==> src/mwf_pkg.sv <==
// Package for the multiply-working-by-file execution block.
// Assumes a single core clock; shared by the datapath and its multiplier leaf.
package mwf_pkg;
    localparam int DATA_W = 8;
    localparam int PROD_W = 16;
    localparam int INSN_W = 16;
    localparam int ADDR_W = 12;
    localparam int BANK_W = 4;
    localparam logic [6:0] OPC_MUL_FILE_TOP = 7'h01;
    localparam int FADDR_W = 8;
    localparam int OPC_POS = 9;
    localparam int ACC_POS = 8;
    localparam logic [7:0] IDX_LIMIT = 8'h5F;
    localparam logic [7:0] ACCESS_SPLIT = 8'h60;
    localparam logic [3:0] ACCESS_HI_BANK = 4'hF;
    localparam logic [7:0] PROD_RST = 8'h00;
    localparam logic [1:0] PH_RST = 2'h0;

    typedef enum logic [1:0] {
        MWF_Q1_DECODE = 2'b00,
        MWF_Q2_READ = 2'b01,
        MWF_Q3_PROCESS = 2'b10,
        MWF_Q4_WRITE = 2'b11
    } mwf_phase_e;
endpackage

==> src/mwf_multiplier.sv <==
// Unsigned multiplier leaf: registered product of two operand bytes.
// Assumes operands stand stable in the cycle that loadEn is high.
module mwf_multiplier #(
    parameter int WIDTH = mwf_pkg::DATA_W
) (
    input wire logic core_clk,
    input wire logic reset_n,
    input wire logic loadEn,
    input wire logic [WIDTH-1:0] opA,
    input wire logic [WIDTH-1:0] opB,
    output logic [2*WIDTH-1:0] product
);
    import mwf_pkg::*;

    logic [2*WIDTH-1:0] product_ff;
    // Operands widened first so the product is formed at full width
    wire logic [2*WIDTH-1:0] nxt_product = loadEn ?
        {{WIDTH{1'b0}}, opA} * {{WIDTH{1'b0}}, opB} : product_ff;

    always_ff @(posedge core_clk) begin
        if (!reset_n) begin
            product_ff <= '0;
        end else begin
            product_ff <= nxt_product;
        end
    end

    assign product = product_ff;
endmodule

==> src/mwf_exec.sv <==
// Execution block for the multiply-working-by-file instruction.
// Assumes the core presents an instruction word in Q1 of the block's own free-running four-phase cycle;
// data memory answers a read address combinationally within one core clock.

module mwf_exec (
    input wire logic core_clk,
    input wire logic reset_n,
    input wire logic insnValid,
    input wire logic [mwf_pkg::INSN_W-1:0] insnWord,
    input wire logic [mwf_pkg::DATA_W-1:0] workingReg,
    input wire logic [mwf_pkg::BANK_W-1:0] bankSelectReg,
    input wire logic extendedEn,
    input wire logic [mwf_pkg::ADDR_W-1:0] indexBase,
    input wire logic [mwf_pkg::DATA_W-1:0] fileRdData,
    output logic [mwf_pkg::ADDR_W-1:0] fileRdAddr,
    output logic fileRdEn,
    output logic [1:0] phase,
    output logic busy,
    output logic productHighByte,
    output logic [mwf_pkg::DATA_W-1:0] productHigh,
    output logic [mwf_pkg::DATA_W-1:0] productLow,
    output logic productWrite
);
    import mwf_pkg::*;

    localparam int NUM_OPS = 2;
    localparam int NUM_BYTES = PROD_W / DATA_W;

    // Phase round state
    mwf_phase_e phase_ff;
    mwf_phase_e nxt_phase;
    logic active_ff;
    logic nxt_active;

    // Latched instruction word
    logic [INSN_W-1:0] insn_ff;
    logic [INSN_W-1:0] nxt_insn;

    // Operand capture sources and outputs, working register first
    wire logic [DATA_W-1:0] capSrc [NUM_OPS];
    wire logic [DATA_W-1:0] capOut [NUM_OPS];

    // Product bytes, low byte first, and the write pulse
    logic [PROD_W-1:0] mulOut;
    wire logic [DATA_W-1:0] prodOut [NUM_BYTES];
    logic wr_ff;
    logic nxt_wr;

    // Decode nets
    logic accessBit;
    logic [FADDR_W-1:0] fAddr;
    logic useIndexed;
    logic [ADDR_W-1:0] idxAddr;
    logic [BANK_W-1:0] accBank;
    logic [BANK_W-1:0] bank;
    logic [ADDR_W-1:0] bankAddr;
    logic isOpcode;
    logic startOp;
    logic inQ1;
    logic inQ2;
    logic inQ3;
    logic inQ4;

    // Only the top seven bits name the instruction; the rest are operands
    function automatic logic isMulFile(input logic [INSN_W-1:0] w);
        return w[INSN_W-1:OPC_POS] == OPC_MUL_FILE_TOP;
    endfunction

    function automatic logic atPhase(input mwf_phase_e cur, input mwf_phase_e want);
        return cur == want;
    endfunction

    // Q2 to Q4 only count while a multiply is in flight
    assign inQ1 = atPhase(phase_ff, MWF_Q1_DECODE);
    assign inQ2 = active_ff && atPhase(phase_ff, MWF_Q2_READ);
    assign inQ3 = active_ff && atPhase(phase_ff, MWF_Q3_PROCESS);
    assign inQ4 = active_ff && atPhase(phase_ff, MWF_Q4_WRITE);
    assign isOpcode = isMulFile(insnWord);
    assign startOp = inQ1 && insnValid && isOpcode;

    // Operand address resolution from the latched word
    assign accessBit = insn_ff[ACC_POS];
    assign fAddr = insn_ff[FADDR_W-1:0];
    assign useIndexed = !accessBit && extendedEn && (fAddr <= IDX_LIMIT);
    assign idxAddr = indexBase + {{(ADDR_W-FADDR_W){1'b0}}, fAddr};
    // Access bank: bank 0 below the split, the last bank at and above it
    assign accBank = (fAddr < ACCESS_SPLIT) ? '0 : ACCESS_HI_BANK;
    assign bank = accessBit ? bankSelectReg : accBank;
    assign bankAddr = {bank, fAddr};

    // Free-running four-phase round
    always_comb begin
        case (phase_ff)
            MWF_Q1_DECODE: begin
                nxt_phase = MWF_Q2_READ;
            end
            MWF_Q2_READ: begin
                nxt_phase = MWF_Q3_PROCESS;
            end
            MWF_Q3_PROCESS: begin
                nxt_phase = MWF_Q4_WRITE;
            end
            MWF_Q4_WRITE: begin
                nxt_phase = MWF_Q1_DECODE;
            end
            default: begin
                nxt_phase = MWF_Q1_DECODE;
            end
        endcase
    end

    // In flight from the Q1 that takes the word to the Q4 that retires it
    always_comb begin
        if (inQ1) begin
            nxt_active = startOp;
        end else if (inQ4) begin
            nxt_active = 1'b0;
        end else begin
            nxt_active = active_ff;
        end
    end

    always_ff @(posedge core_clk) begin
        if (!reset_n) begin
            phase_ff <= MWF_Q1_DECODE;
            active_ff <= 1'b0;
        end else begin
            phase_ff <= nxt_phase;
            active_ff <= nxt_active;
        end
    end

    // Word held from Q1 so the address stays put while memory answers in Q2
    assign nxt_insn = startOp ? insnWord : insn_ff;

    always_ff @(posedge core_clk) begin
        if (!reset_n) begin
            insn_ff <= '0;
        end else begin
            insn_ff <= nxt_insn;
        end
    end

    // Both operands are copied in Q2; neither source is ever written back
    assign capSrc[0] = workingReg;
    assign capSrc[1] = fileRdData;

    for (genvar g = 0; g < NUM_OPS; g++) begin : gen_capture
        logic [DATA_W-1:0] opnd_ff;
        logic [DATA_W-1:0] nxt_opnd;

        assign nxt_opnd = inQ2 ? capSrc[g] : opnd_ff;

        always_ff @(posedge core_clk) begin
            if (!reset_n) begin
                opnd_ff <= '0;
            end else begin
                opnd_ff <= nxt_opnd;
            end
        end

        assign capOut[g] = opnd_ff;
    end

    // Multiply in Q3; carry and overflow are impossible so no flags leave here
    mwf_multiplier #(.WIDTH(DATA_W)) uMul (
        .core_clk(core_clk),
        .reset_n(reset_n),
        .loadEn(inQ3),
        .opA(capOut[0]),
        .opB(capOut[1]),
        .product(mulOut)
    );

    // Every byte shares the one Q4 load, so a torn product is never visible
    for (genvar g = 0; g < NUM_BYTES; g++) begin : gen_product
        logic [DATA_W-1:0] prodByte_ff;
        logic [DATA_W-1:0] nxt_prodByte;

        assign nxt_prodByte = inQ4 ? mulOut[g*DATA_W +: DATA_W] : prodByte_ff;

        always_ff @(posedge core_clk) begin
            if (!reset_n) begin
                prodByte_ff <= PROD_RST;
            end else begin
                prodByte_ff <= nxt_prodByte;
            end
        end

        assign prodOut[g] = prodByte_ff;
    end

    assign nxt_wr = inQ4;

    always_ff @(posedge core_clk) begin
        if (!reset_n) begin
            wr_ff <= 1'b0;
        end else begin
            wr_ff <= nxt_wr;
        end
    end

    // Read only in Q2; no write port to file or working register exists
    assign fileRdAddr = useIndexed ? idxAddr : bankAddr;
    assign fileRdEn = inQ2;
    assign phase = phase_ff;
    assign busy = active_ff;
    // Zero products are written like any other; no zero output exists, only productHighByte for a non-zero high byte
    assign productHighByte = |prodOut[1];
    assign productHigh = prodOut[1];
    assign productLow = prodOut[0];
    assign productWrite = wr_ff;
endmodule

==> config.mk <==
export PLATFORM = sky130hd
export DESIGN_NAME = mwf_exec
export DESIGN_NICKNAME = d
export VERILOG_FILES = /design/src/mwf_pkg.sv /design/src/mwf_multiplier.sv /design/src/mwf_exec.sv
export SDC_FILE = /design/constraint.sdc
export NUM_CORES = 1
export LEC_CHECK = 0
export BUFFER_PORTS_ARGS = -buffer_cell sky130_fd_sc_hd__buf_2
export CORE_MARGIN = 3
export CORE_UTILIZATION = 62
export DETAILED_ROUTE_END_ITERATION = 8
export PLACE_DENSITY = 0.87
export SYNTH_ARGS = -nofsm -noshare
export SYNTH_HDL_FRONTEND = slang
export SYNTH_SLANG_ARGS = --single-unit
export TNS_END_PERCENT = 5
==> constraint.sdc <==
create_clock -name core_clk -period 9.54 [get_ports core_clk]
set_input_delay 2.862 -clock core_clk [delete_from_list [all_inputs] [get_ports core_clk]]
set_output_delay 2.862 -clock core_clk [all_outputs]
set_load 0.01 [all_outputs]
==> impl_results.md <==
- Sink Count: 61
- Cell Chain, Critical Path: buf_2 > ha_1 > inv_1 > fa_1 > nor2b_1 > o211ai_1 > a21oi_2 > o211ai_1 > xor2_1 > o31ai_2 > buf_2
- Final count of pins violating max slew: 0
- Top_reg_cell synth: dfxtp_1
- N_diodes: 0
- GPL Wtd Cong: 0.8355
- Die X: 94.24 µm
- Max-Cap Viols: 0
- Post-route ant nets: 0
- Crit share post-route: 79.33%
- First-pass DRT Iterations: 5
- CTS tree: done
- Yosys reg bits: 61
- DPL Wire Length: 8554 µm
- Die area: 8880 µm²
- First-pass GRT wire length: 19320 µm
- Largest buffer count on any clock path: 2
- Synth Area per Inst: 8.252 µm²
- Synth top area share: 25.30%
- Fin. Hold Viols: 0
- Via count: 4314
- Post-Place Cell Area: 5315 µm²
- Largest cells by area after synthesis: dfxtp_1 25%, fa_1 15%, ha_1 12%, nand2_1 8.3%, and2_1 7.4%
- Total gr overflow: 0
- Port Buffer Count: 85
- Routing usage on met2: 48.58%
- Vias in the first global route: 4386
- Ys Warns: 0
- Initial antenna violation count: 0
- Filler Cell Count: 557
- Hold Crit Start: productLow[5]$_SDFFE_PN0P_
- Clock buffer count from CTS: 9
- Root Driver: clkbuf_8
- H-tree Lvls: 3
- Synth area leader: dfxtp_1
- CP Data Arrival Time: 4710 ps
- Fmax: 0.1321 GHz
- Nets@finish: 802
- Met1 Track Usage GR: 32.79%
- WL/cell: 14.72 µm
- WL final: 11320 µm
- Max rail drop VDD: 94.91 µV
- Cells after Synth: 585
- DR vias/cell: 5.610
- Initial Utilization: 65.16%
- Pwr/cell area: 95.93 nW/µm²
- Busiest layer in global routing: met2
- Met3 GRT Util: 4.647%
- R2R depth: 15
- Synth unique cells: 45
- Worst-skew pair later-pin latency: 360 ps
- Crit Path Max Fanout: 3
- DRC: 0
- Num ports: 86
- Outcome: finished clean
- Hold Path Depth: 2
- CP max stage delay: 410 ps
- Unrepaired setup endpoints after global routing: no
- WP depth: 11
- Initial DRC count: 200
- CP max stage cell: fa_1
- Die Span Y: 94.24 µm
- Largest net degree at the start of global routing: 46
- Crit path max-delay family: compound AO/OA/AOI/OAI gates
- Setup TNS Final: 0 ps
- Critical path buffer and inverter count: 3
- Utilization after layout: 74.21%
- Final Total Pwr: 527.4 µW
- Final instance area: 5498 µm²
- Type of origin of the critical path: input port
- Reg-to-reg startpoint: gen_capture[0].opnd_ff[0]$_SDFFE_PN0P_
- Mapped Area: 4827 µm²
- FFs w/ async S/R, synth: 0%
- # setup viols final: 0
- Tmin final: 7568 ps
- Share of layout cells above drive strength 1: 16.87%
- Critical path endpoint category: output pin
- Worst Max-Slew Pin Slew: 695.1 ps
- Core ar.: 7408 µm²
- Hold Crit Class: reg2reg
- Final Skew: 11.65 ps
- Clock slew at reported path FFs: 80 ps
- P&R area growth vs syn: 13.89%
- Seq/Total Area, Yosys: 25.30%
- Worst EP required: 6680 ps
- CP Class: in2out
- Post-CTS Repair Setup Buffers: 0
- Row count: 31
- Worst rel slew slack: 53.42%
- Leakage: 2.732 nW
- # hold bufs at CTS: 0
- Crit path from: indexBase[0]
- GRT Total Usage: 27.20%
- Number of enable flip-flop cells after synthesis: 0
- Resized Gates After CTS: 0
- Syn_nets: 722
[layout make-up]
class	count	area, µm²	area share, %
repair buffers	86	432.9	7.874
inverters	62	232.7	4.233
multi-input cells	445	3304	60.10
flip-flops and latches	61	1221	22.21
well taps	99	123.9	2.253
clock inverters	6	45.04	0.8193
clock buffers	10	137.6	2.503
[worst paths after layout]
kind	endpoint	slack, ps
worst max-delay path	fileRdAddr[10]	1970
worst min-delay path	productLow[5]$_SDFFE_PN0P_	450
worst max register to register	uMul.product[13]$_SDFFE_PN0P_	5220
worst min register to register	productLow[5]$_SDFFE_PN0P_	450
[registers in the layout, summed over array words and instances, names as in the netlist]
| register | cells |
|---|---|
| productLow | 8 |
| phase | 2 |
| insn_ff | 9 |
| uMul.product | 16 |
| productWrite | 1 |
| productHigh | 8 |
| busy | 1 |
| gen_capture.opnd_ff | 16 |
[worst reg2reg max path, stage by stage (launching register included)]
cell and delay, ps:
dfxtp_1 530, nand2_1 130, fa_1 510, fa_1 540
inv_1 50, fa_1 520, inv_1 50, fa_1 530
inv_1 40, ha_1 360, o211ai_1 110, a21oi_1 290
o21ai_1 140, and3_1 180, o21ai_1 130, a21oi_1 70
[cells in the final DEF (no fill, tap or decap), types with 8 or more instances in the layout]
cell,n
dfxtp_1,61
a21oi_1,58
nor2_1,25
and2_1,57
ha_1,48
o21ai_0,11
clkbuf_8,10
o21ai_1,8
mux2i_1,10
inv_1,61
xnor2_1,8
buf_2,85
nand3_1,11
fa_1,37
nand2_1,107
[through the flow]
stage                     hold slack (ps)  instances  worst slack, ps
final                               453.2        769             1972
after global routing                475.7        769             1779
after floorplan                     431.2        585             2260
after global placement              443.8        753             2024
after detailed placement            445.0        753             1961
after CTS                           456.1        769             1962
[layer usage]
layer  up-vias  share of wire (%)
met5         -                  0
met4         0                2.2
met3        27                5.1
met2       114                 52
met1      2091                 41
li1       2082                  -
[cell families (layout without fill, tap and decap cells)]
kind of cell | count (synthesis) | count (layout) | share of synthesized area [%]
AOI/OAI and AO/OA | 109 | 109 | 13.69
xor gates and xnor gates | 15 | 15 | 2.722
adders and majority gates | 85 | 85 | 27.79
buffers and inverters | 79 | 164 | 6.247
DFF | 61 | 61 | 25.30
muxes | 11 | 11 | 2.307
and+or+nand+nor | 225 | 225 | 21.95
[cells in the mapped netlist, drive strengths merged (8+ instances only)]
library cell	number
xnor2	8
mux2i	10
clkbuf	10
and2	57
o21ai	19
nor2	26
inv	61
fa	37
dfxtp	61
nand2	107
ha	48
a21oi	62
nand3	11
[report_power, final]
group / total [mW] / internal [mW] / switching [mW]
combinational: 0.0479 / 0.0211 / 0.0268
clock: 0.219 / 0.103 / 0.116
sequential: 0.261 / 0.257 / 0.00345
Note: power is estimated with default switching activity, not from simulation.
